--- src/hw/dll_tune_pkg.sv ---
// constants and types for the delay-loop tuning control
package dll_tune_pkg;
  // ============================================================
  // timing
  localparam int CLK_PERIOD_NS      = 100;
  localparam int REFRESH_MIN_CYCLES = 2;
  localparam int LOCK_SETTLE_NS     = 800;
  localparam int LOCK_SETTLE_CYCLES = (LOCK_SETTLE_NS + CLK_PERIOD_NS - 1) / CLK_PERIOD_NS;
  // ============================================================
  // widths and values
  localparam int         TAP_W       = 8;
  localparam int         FINE_W      = 5;
  localparam int         DELAY_W     = 11;
  localparam logic [7:0] TAP_RESET   = 8'h40;
  localparam logic [7:0] TAP_TOP     = 8'hFF;
  localparam logic [7:0] TAP_BOTTOM  = 8'h00;
  localparam logic [2:0] COARSE_TOP  = 3'h4;
  localparam logic [4:0] FINE_RESET  = 5'h00;
  localparam logic [1:0] DIV_NONE    = 2'h0;
  localparam logic [1:0] DIV_BY2     = 2'h1;
  localparam logic [1:0] DIV_BY4     = 2'h2;
  localparam int         FINE_SHIFT  = 3;
  // ============================================================
  // types
  typedef enum logic [1:0] {
    MODE_PHASE_REF  = 2'b00,
    MODE_PHASE_GEN  = 2'b01,
    MODE_INJ_REMOVE = 2'b10
  } loop_mode_type;
  typedef enum logic [1:0] {
    LOCK_OFF  = 2'b00,
    LOCK_SEEK = 2'b01,
    LOCK_HELD = 2'b10
  } lock_state_type;
  typedef enum logic {
    STEP_IDLE = 1'b0,
    STEP_DONE = 1'b1
  } step_state_type;
  typedef struct packed {
    logic dir;
    logic reload;
  } step_ctrl_type;
  typedef struct packed {
    logic [2:0] coarse;
    logic [4:0] fine_preset;
    logic [1:0] div_sel;
    logic       duty0_en;
    logic       duty1_en;
  } clk_cfg_type;
  typedef struct packed {
    logic [10:0] clk0_taps;
    logic [10:0] clk1_taps;
    logic [4:0]  fine;
    logic [1:0]  div_sel;
    logic        duty0_en;
    logic        duty1_en;
  } clk_ctrl_type;
endpackage

--- src/hw/dll_phase_tuning_control.sv ---
// tap arithmetic, lock tracking and step handshakes of the delay-locked loop
`timescale 1ns/1ps
module dll_phase_tuning_control
  import dll_tune_pkg::*;
(
  input  wire logic          core_clk_in,
  input  wire logic          rst_n_in,
  input  wire loop_mode_type mode_in,
  input  wire logic          sleep_n_in,
  input  wire logic          pd_up_in,
  input  wire logic          pd_dn_in,
  input  wire logic          code_refresh_in,
  input  wire logic          code_step_in,
  input  wire logic          phase_step_in,
  input  wire step_ctrl_type step_ctrl_in,
  input  wire logic [7:0]    code_preset_in,
  input  wire clk_cfg_type   clk_cfg_in,
  output logic [7:0]         tap_code_out,
  output logic               code_stale_flag_out,
  output logic               lock_out,
  output logic               code_step_ack_out,
  output logic               phase_step_ack_out,
  output logic               detector_sel_out,
  output clk_ctrl_type       clk_ctrl_out
);
  // ============================================================
  // tap arithmetic unit
  function automatic logic [7:0] tap_move(input logic [7:0] v, input logic dir);
    logic [7:0] r;
    r = v;
    if (dir && v != TAP_TOP) begin
      r = v + 8'h01;
    end else if (!dir && v != TAP_BOTTOM) begin
      r = v - 8'h01;
    end
    return r;
  endfunction

  localparam logic [1:0] REFRESH_LAST = 2'(REFRESH_MIN_CYCLES - 1);
  localparam logic [3:0] SETTLE_LAST  = 4'(LOCK_SETTLE_CYCLES - 1);

  // ============================================================
  // phase detector synchroniser
  logic [1:0] pd_meta_r;
  logic [1:0] pd_sync_r;
  always_ff @(posedge core_clk_in or negedge rst_n_in) begin
    if (!rst_n_in) begin
      pd_meta_r <= 2'h0;
      pd_sync_r <= 2'h0;
    end else begin
      pd_meta_r <= {pd_up_in, pd_dn_in};
      pd_sync_r <= pd_meta_r;
    end
  end
  wire pd_up   = pd_sync_r[1];
  wire pd_dn   = pd_sync_r[0];
  wire aligned = !pd_up && !pd_dn;

  // ============================================================
  // edge detection of the fabric strobes
  logic code_step_d_r;
  logic phase_step_d_r;
  always_ff @(posedge core_clk_in or negedge rst_n_in) begin
    if (!rst_n_in) begin
      code_step_d_r  <= 1'b0;
      phase_step_d_r <= 1'b0;
    end else begin
      code_step_d_r  <= code_step_in;
      phase_step_d_r <= phase_step_in;
    end
  end
  wire code_rise  = sleep_n_in && code_step_in && !code_step_d_r;
  wire code_fall  = !code_step_in && code_step_d_r;
  wire phase_rise = sleep_n_in && phase_step_in && !phase_step_d_r;
  wire phase_fall = !phase_step_in && phase_step_d_r;

  // ============================================================
  // internal calculation follows the detector
  logic [7:0] calc_r;
  logic [7:0] calc_nxt;
  assign calc_nxt = !sleep_n_in ? calc_r :
                    pd_up       ? tap_move(calc_r, 1'b1) :
                    pd_dn       ? tap_move(calc_r, 1'b0) : calc_r;
  always_ff @(posedge core_clk_in or negedge rst_n_in) begin
    if (!rst_n_in) begin
      calc_r <= TAP_RESET;
    end else begin
      calc_r <= calc_nxt;
    end
  end

  // ============================================================
  // refresh request qualification
  logic [1:0] refresh_cnt_r;
  logic [1:0] refresh_cnt_nxt;
  assign refresh_cnt_nxt = !(code_refresh_in && sleep_n_in) ? 2'h0 :
                           (refresh_cnt_r == REFRESH_LAST) ? refresh_cnt_r :
                           refresh_cnt_r + 2'h1;
  wire refresh_go = sleep_n_in && code_refresh_in && refresh_cnt_r == REFRESH_LAST;
  always_ff @(posedge core_clk_in or negedge rst_n_in) begin
    if (!rst_n_in) begin
      refresh_cnt_r <= 2'h0;
    end else begin
      refresh_cnt_r <= refresh_cnt_nxt;
    end
  end

  // ============================================================
  // output tap code: step wins over refresh
  logic [7:0] code_r;
  logic [7:0] code_nxt;
  logic       stale_r;
  assign code_nxt = !code_rise             ? (refresh_go ? calc_r : code_r) :
                    step_ctrl_in.reload    ? code_preset_in :
                    tap_move(code_r, step_ctrl_in.dir);
  always_ff @(posedge core_clk_in or negedge rst_n_in) begin
    if (!rst_n_in) begin
      code_r  <= TAP_RESET;
      stale_r <= 1'b0;
    end else begin
      code_r  <= code_nxt;
      stale_r <= sleep_n_in && (code_nxt != calc_nxt);
    end
  end
  assign tap_code_out        = code_r;
  assign code_stale_flag_out = stale_r;

  // ============================================================
  // step handshakes
  step_state_type code_st_r;
  step_state_type code_st_nxt;
  step_state_type phase_st_r;
  step_state_type phase_st_nxt;
  always_comb begin
    code_st_nxt = code_st_r;
    case (code_st_r)
      STEP_IDLE: begin
        if (code_rise) code_st_nxt = STEP_DONE;
      end
      STEP_DONE: begin
        if (code_fall || !sleep_n_in) code_st_nxt = STEP_IDLE;
      end
      default: code_st_nxt = STEP_IDLE;
    endcase
  end
  always_comb begin
    phase_st_nxt = phase_st_r;
    case (phase_st_r)
      STEP_IDLE: begin
        if (phase_rise) phase_st_nxt = STEP_DONE;
      end
      STEP_DONE: begin
        if (phase_fall || !sleep_n_in) phase_st_nxt = STEP_IDLE;
      end
      default: phase_st_nxt = STEP_IDLE;
    endcase
  end
  always_ff @(posedge core_clk_in or negedge rst_n_in) begin
    if (!rst_n_in) begin
      code_st_r  <= STEP_IDLE;
      phase_st_r <= STEP_IDLE;
    end else begin
      code_st_r  <= code_st_nxt;
      phase_st_r <= phase_st_nxt;
    end
  end
  assign code_step_ack_out  = code_st_r == STEP_DONE;
  assign phase_step_ack_out = phase_st_r == STEP_DONE;

  // ============================================================
  // secondary clock fine phase, wraps over 32 settings
  logic [4:0] fine_r;
  logic [4:0] fine_nxt;
  assign fine_nxt = !sleep_n_in          ? clk_cfg_in.fine_preset :
                    !phase_rise          ? fine_r :
                    step_ctrl_in.reload  ? clk_cfg_in.fine_preset :
                    step_ctrl_in.dir     ? fine_r + 5'h01 : fine_r - 5'h01;
  always_ff @(posedge core_clk_in or negedge rst_n_in) begin
    if (!rst_n_in) begin
      fine_r <= FINE_RESET;
    end else begin
      fine_r <= fine_nxt;
    end
  end

  // ============================================================
  // delay line settings for both clocks
  wire [2:0]  coarse_sel = (clk_cfg_in.coarse > COARSE_TOP) ? COARSE_TOP : clk_cfg_in.coarse;
  wire [10:0] clk0_mul   = 11'(calc_r) * 11'(coarse_sel);
  wire [12:0] clk1_mul   = 13'(calc_r) * 13'(fine_r);
  wire        gen_mode   = mode_in != MODE_PHASE_REF;
  wire        fine_coarse = fine_r[2:0] == 3'h0;
  clk_ctrl_type ctrl_r;
  always_ff @(posedge core_clk_in or negedge rst_n_in) begin
    if (!rst_n_in) begin
      ctrl_r           <= '0;
      detector_sel_out <= 1'b0;
    end else begin
      ctrl_r.clk0_taps <= gen_mode ? clk0_mul : 11'h000;
      ctrl_r.clk1_taps <= gen_mode ? {1'b0, clk1_mul[12:FINE_SHIFT]} : 11'h000;
      ctrl_r.fine      <= fine_r;
      ctrl_r.div_sel   <= (clk_cfg_in.div_sel == DIV_BY2 || clk_cfg_in.div_sel == DIV_BY4) ?
                          clk_cfg_in.div_sel : DIV_NONE;
      ctrl_r.duty0_en  <= clk_cfg_in.duty0_en;
      ctrl_r.duty1_en  <= clk_cfg_in.duty1_en && fine_coarse;
      detector_sel_out <= mode_in == MODE_INJ_REMOVE;
    end
  end
  assign clk_ctrl_out = ctrl_r;

  // ============================================================
  // lock tracking
  lock_state_type lock_st_r;
  lock_state_type lock_st_nxt;
  logic [3:0]     settle_r;
  logic [3:0]     settle_nxt;
  always_comb begin
    lock_st_nxt = lock_st_r;
    settle_nxt  = 4'h0;
    case (lock_st_r)
      LOCK_OFF: begin
        if (sleep_n_in) lock_st_nxt = LOCK_SEEK;
      end
      LOCK_SEEK: begin
        if (!sleep_n_in) begin
          lock_st_nxt = LOCK_OFF;
        end else if (aligned && settle_r == SETTLE_LAST) begin
          lock_st_nxt = LOCK_HELD;
        end else if (aligned) begin
          settle_nxt = settle_r + 4'h1;
        end
      end
      LOCK_HELD: begin
        if (!sleep_n_in) lock_st_nxt = LOCK_OFF;
      end
      default: lock_st_nxt = LOCK_OFF;
    endcase
  end
  always_ff @(posedge core_clk_in or negedge rst_n_in) begin
    if (!rst_n_in) begin
      lock_st_r <= LOCK_OFF;
      settle_r  <= 4'h0;
    end else begin
      lock_st_r <= lock_st_nxt;
      settle_r  <= settle_nxt;
    end
  end
  assign lock_out = lock_st_r == LOCK_HELD;
endmodule

--- config.mk ---
export PLATFORM = sky130hd
export DESIGN_NAME = dll_phase_tuning_control
export DESIGN_NICKNAME = d
export VERILOG_FILES = /design/src/hw/dll_tune_pkg.sv /design/src/hw/dll_phase_tuning_control.sv
export SDC_FILE = /design/constraint.sdc
export NUM_CORES = 1
export LEC_CHECK = 0
export BUFFER_PORTS_ARGS = -buffer_cell sky130_fd_sc_hd__buf_2
export CORE_ASPECT_RATIO = 1.4
export CORE_MARGIN = 3
export CORE_UTILIZATION = 40
export DETAILED_ROUTE_END_ITERATION = 8
export PLACE_DENSITY = 0.57
export SETUP_SLACK_MARGIN = 0.3
export SYNTH_ARGS = -nofsm -noshare
export SYNTH_HDL_FRONTEND = slang
export SYNTH_SLANG_ARGS = --single-unit
--- constraint.sdc ---
create_clock -name core_clk_in -period 8.5 [get_ports core_clk_in]
set_input_delay 0.425 -clock core_clk_in [delete_from_list [all_inputs] [get_ports core_clk_in]]
set_output_delay 0.425 -clock core_clk_in [all_outputs]
set_load 0.01 [all_outputs]
## Word level (Yosys, flattened, before mapping)

Index checks and enable logic that the tools add are counted.

| word-level totals | value |
|---|---|
| register bits | 69 |

| cells by class | value |
|---|---|
| reduce and logical (&&, ||, !) cells | 31 |
| $mul | 2 |
| $lt $le $gt $ge | 1 |
| multiplexer cells | 35 |
| bitwise logic cells | 2 |
| eq/ne operators | 15 |
| add/sub/neg operators | 8 |

Operator list:

| kind | count |
|---|---|
| $mux W8 | 10 |
| $mux W5 | 4 |
| $add A8 B1 Y8 const B | 2 |
| $mux W4 | 4 |
| $ne A8 B8 Y1 const B | 2 |
| $reduce_bool A8 Y1 | 2 |
| $sub A8 B1 Y8 const B | 2 |
| $logic_and A1 B1 Y1 | 14 |
| $mux W2 | 7 |
| $mul A8 B5 Y13 | 1 |
| $mul A8 B3 Y11 | 1 |
| $mux W11 | 1 |
| $mux W10 | 1 |
| $logic_not A1 Y1 | 8 |
| $ne A8 B8 Y1 | 1 |
| $eq A2 B1 Y1 const B | 3 |
| $eq A2 B2 Y1 const B | 3 |
| $ne A2 B2 Y1 const B | 3 |
| $pmux W2 S3 | 1 |
| $add A5 B1 Y5 const B | 1 |
| $sub A5 B1 Y5 const B | 1 |
| $add A4 B1 Y4 const B | 1 |
| $eq A4 B3 Y1 const B | 1 |
| $mux W1 | 4 |
| 12 further kinds | 16 |

## Depth between registers and ports, before layout

| logic depth | value |
|---|---|
| word-level depth | 8 |
| gate-level depth with buffers | 16 |
| gate-level depth less buffers | 15 |

## Worst setup path after synthesis

OpenSTA, ideal clock, no wires.

| path | value |
|---|---|
| path kind | flip-flop to flip-flop |
| start point | register calc_r[3] |
| end point | register ctrl_r, in the netlist clk_ctrl_out[17] |
| setup slack | 4.603 ns |
| path buffers | 2 |
| clock period less this slack | 3.897 ns |
| arrival time | 3.765 ns |
| cell stages (with the launch flop) | 16 |
| cells stage by stage | dfrtp_1 -> buf_2 -> clkbuf_1 -> and2_1 -> fa_1 -> fa_1 -> inv_1 -> fa_1 -> inv_1 -> ha_1 -> and3_1 -> a211oi_1 -> o21bai_1 -> a21oi_1 -> xor2_1 -> nor2_1 |

| between the ends | value |
|---|---|
| word-level cells in the longest chain between the ends | 2 |

RTL lines:

| element | line | text |
|---|---|---|
| start: declaration | dll_phase_tuning_control.sv:79 | `logic [7:0] calc_r;` |
| start signal: assignment | dll_phase_tuning_control.sv:88 | `calc_r <= calc_nxt;` |
| $mul A8 B5 Y13 | dll_phase_tuning_control.sv:190 | `wire [12:0] clk1_mul = 13'(calc_r) * 13'(fine_r);` |
| $mux W10 | dll_phase_tuning_control.sv:200 | `ctrl_r.clk1_taps <= gen_mode ? {1'b0, clk1_mul[12:FINE_SHIFT]} : 11'h000;` |
| end: declaration | dll_phase_tuning_control.sv:193 | `clk_ctrl_type ctrl_r;` |

No other way between the ends.
A chain may end at the register's enable or synchronous reset.

## Final worst setup path

Ends and elaborated chain as after synthesis.

==> impl.org <==
** Logic synthesis
- A synthesized cell averages between 8 and 9 um2.
- The biggest area contributor in the post-synthesis netlist is dfrtp_1.
- Number of distinct standard cells referenced by the synthesized netlist :: 67
- In this run, synthesis produced a sequential element count of 69.
- The cell area that synthesis handed to floorplanning was 0.00543 mm2.
- Synth Net Count :: around 700
- Number of warning messages in the yosys log :: 0
- Part of the Yosys area used for sequential elements :: 31.8%
- The most used flip-flop cell after synthesis is dfrtp_1.
- After synthesis, the cell types taking the most area are dfrtp_1 (31%), fa_1 (9.6%), ha_1 (9.2%).
- Commonest cells in the synthesized netlist :: dfrtp_1 (67), nand2_1 (67), inv_1 (62)
- In the synthesized netlist, the number of instances is 606.
- In this run, synthesis inferred 0 flip-flops with an integrated enable.
- Async set-or-reset flop fraction in the synthesized netlist :: 100%
- In this run the biggest area consumer among cell types represents 30.9% of the synthesized area.

** Floorplanning
- Die height :: 144 um
- After floorplanning, the core was divided into 49 placement rows.
- For this configuration, the core starts out at a cell density of 41.6%.
- The die covers 0.0150 mm2.
- The floorplan step set the die width to 104 um.
- Core region area :: 0.0131 mm2
- Top Ports :: 76

** CTS
- The cell sitting at the root of the clock tree is a clkbuf_16.
- After clock tree synthesis, the clock-pin slew on the worst setup and hold paths is 60 ps.
- Clock tree synthesis inserted a total of 9 buffers.
- H-Tree Level Count :: 3
- In this run, post-CTS hold repair placed 0 buffers.
- Clock latency on the worst-skew pair, taken at its later pin, is 340 ps.
- Sinks on Clock Net :: 69
- Number of cells upsized or downsized after cts :: 0
- The clock passes through at most 2 buffers.
- TritonCTS built the clock tree.
- Post-CTS timing repair inserted 0 buffers for setup.

** GRT
- The number of global-route vias before repair came to around 4400.
- In the global route stage, overall resource usage came out at 17.3%.
- Global-route wire length before repair :: 21100 um
- Antenna violations before repair :: 0
- For this run the aggregate overflow at the end of global routing stands at 0.
- Pin count of the biggest net entering global routing :: 70

** Timing
- For the pin with the worst max-slew slack, the measured transition is 930 ps.
- Setup violators final :: 0
- Measured against its own limit, the worst slew margin works out to 37.8%.
- Crit path time final :: 4140 ps
- Final cycle utilization of the critical path :: 48.7%
- Setup repair after global routing left no endpoint under its margin.
- For the final database, setup skew stands at 6.59 ps.
- Final hold violation count :: 0
- The number of pins with negative max-slew slack in the final report came to 0.
- Static timing analysis puts the maximum clock frequency at 241 MHz.
- Fin Setup TNS :: 0 ps

** Power
- Net switching is 42.0% of the power.
- The clock network accounts for 21.8% of the total power.
- Combinational logic burns between 40% and 50% of the power.
- Power spread over the standard cell area amounts to between 200 and 300 mW/mm2.
- For this design the total switching power over the nets is roughly 740 uW.
- The internal portion of the total power is 1.02 mW.
- Power consumption :: around 1.8 mW
- Of the total power, registers draw 31.1%.
- Peak supply drop :: 0.000102 V
- Cell leakage power :: 3.04 nW

** Placement
- Estimated wirelength of the detail-placed design :: about 9600 um
- Count of buffers from port buffering :: 74
- At the end of routability-driven placement, the weighted congestion stood at 0.807.

** Setup path
- For the worst setup path, the data required time is 8710 ps.
- STA classifies the critical path startpoint as a flip-flop.
- STA classifies the critical path endpoint as a flip-flop.
- The critical path in this run is classified as reg -> reg.
- STA puts the critical path data arrival time at 4360 ps.
- Max Fanout on Critical Path :: 19

** Cells and area
- Share of post-route cells with drive strength above 1 :: 16.9%
- Cells fill 47.4% of the core in the end.
- Total number of nets in the final design :: around 760
- 0 antenna diodes ended up in the layout.
- From synthesis to final layout, the design area changed by 14.0%.

** Routing
- Metal2 WL :: 6540 um
- Routed Wire Length :: 12400 um
- Sum of met3 wire segment lengths after detailed routing :: 447 um
- The detailed router placed 4245 vias in this run.
- Met1 Routed Length :: 5280 um
- Length of the first detailed-routing pass in iterations :: 6
- Using the TritonRoute via totals, the vias-per-cell ratio works out to 5.05.
- Average wire per cell in the routed design :: 14.8 um
- Number of remaining DRC errors :: 0
- Number of DRC markers after the initial detailed-route iteration :: 229
- The detail route stage leaves a number of antenna-violating nets equal to 0.
- Signal routing reaches up to met4.

** Run
- Max Cap Viol :: 0

** Min path
- In this run the worst hold path is classified as in -> reg.

** Run status
- Outcome :: completed
## cell type report
class / instances / area (um2)
Inverter: 63 / 236
Tap cell: 178 / 223
Clock inverter: 5 / 58.8
Timing Repair Buffer: 76 / 385
Multi-Input combinational cell: 439 / 3310
Sequential cell: 69 / 1730
Clock buffer: 11 / 253
Fill cell: 1255 / 6870
## power groups by stage
stage / Clock [mW] / Sequential [mW] / Combinational, mW
after detailed placement: 0 / 0.555 / 0.835
after global placement: 0 / 0.550 / 0.814
after global routing: 0.406 / 0.567 / 0.949
after CTS: 0.396 / 0.549 / 0.844
final: 0.386 / 0.550 / 0.831
after floorplan: 0 / 0.477 / 0.701
## registers in the layout, indices dropped and copies added, names as in the netlist, 2 cells and up
signal / cells
settle_r: 4
refresh_cnt_r: 2
calc_r: 8
clk_ctrl_out: 30
lock_st_r: 2
pd_meta_r: 2
tap_code_out: 8
pd_sync_r: 2
fine_r: 5
## through the flow
stage,instance area [um2],instances,hold WS (ps),worst slack (ps)
after floorplan,5430,606,129,4600
final,6190,841,196,4360
after global routing,6190,841,187,4060
after detailed placement,5880,825,336,4310
after global placement,5880,825,337,4430
after CTS,6190,841,187,4330
## cell families (layout without fill, tap and decap cells)
| group | Yosys count | count (layout) | synth area share [%] |
|---|---|---|---|
| simple gates | 219 | 219 | 20.9 |
| compound gates | 110 | 110 | 13.9 |
| buf+inv | 98 | 155 | 7.26 |
| flops | 69 | 69 | 31.8 |
| fa+ha+maj | 66 | 66 | 18.8 |
| xor+xnor | 30 | 30 | 4.84 |
| mux | 13 | 13 | 2.44 |
| other cells | 1 | 1 | 0.0690 |
## cells in the final DEF (no fill, tap or decap), types with 9 or more instances in the layout
cell type / count
a21oi_1: 39
nor2b_1: 14
o21ai_0: 19
fa_1: 26
inv_1: 62
mux2i_1: 11
nor2_1: 43
nor3_1: 20
dfrtp_1: 67
and3_1: 10
ha_1: 40
nand2_1: 67
clkbuf_16: 9
buf_2: 74
and2_1: 30
nand3_1: 9
xnor2_1: 23
## final timing paths
kind                                        start                          to  slack (ps)  cells after the start
max                           calc_r[3]$_DFF_PN0_  clk_ctrl_out[17]$_DFF_PN0_        4360                     14
min                                 clk_cfg_in[1]   clk_ctrl_out[1]$_DFF_PN0_         200                      1
max reg2reg                   calc_r[3]$_DFF_PN0_  clk_ctrl_out[17]$_DFF_PN0_        4360                     14
min reg2reg                pd_meta_r[0]$_DFF_PN0_      pd_sync_r[0]$_DFF_PN0_         350                      0
min in group asynchronous                rst_n_in  clk_ctrl_out[15]$_DFF_PN0_         290                      2
max in group asynchronous                rst_n_in         calc_r[5]$_DFF_PN0_        7650                      2
## metal layers
metal / up-vias / track usage (%)
li1: 2137 / -
met1: 2021 / 20.2
met2: 76 / 31.8
met3: 11 / 3.01
met4: 0 / 6.72
met5: - / 0
## critical path, stage by stage, from the launching register on
cell	delay (ps)
dfrtp_1	740
and2_1	230
fa_1	440
fa_1	550
inv_1	60
fa_1	520
inv_1	40
ha_1	340
a21oi_1	130
o21ai_0	130
a211oi_1	360
o21bai_1	100
a21oi_1	170
xor2_1	160
nor2_1	50
Power figures use the tool's default switching activity.
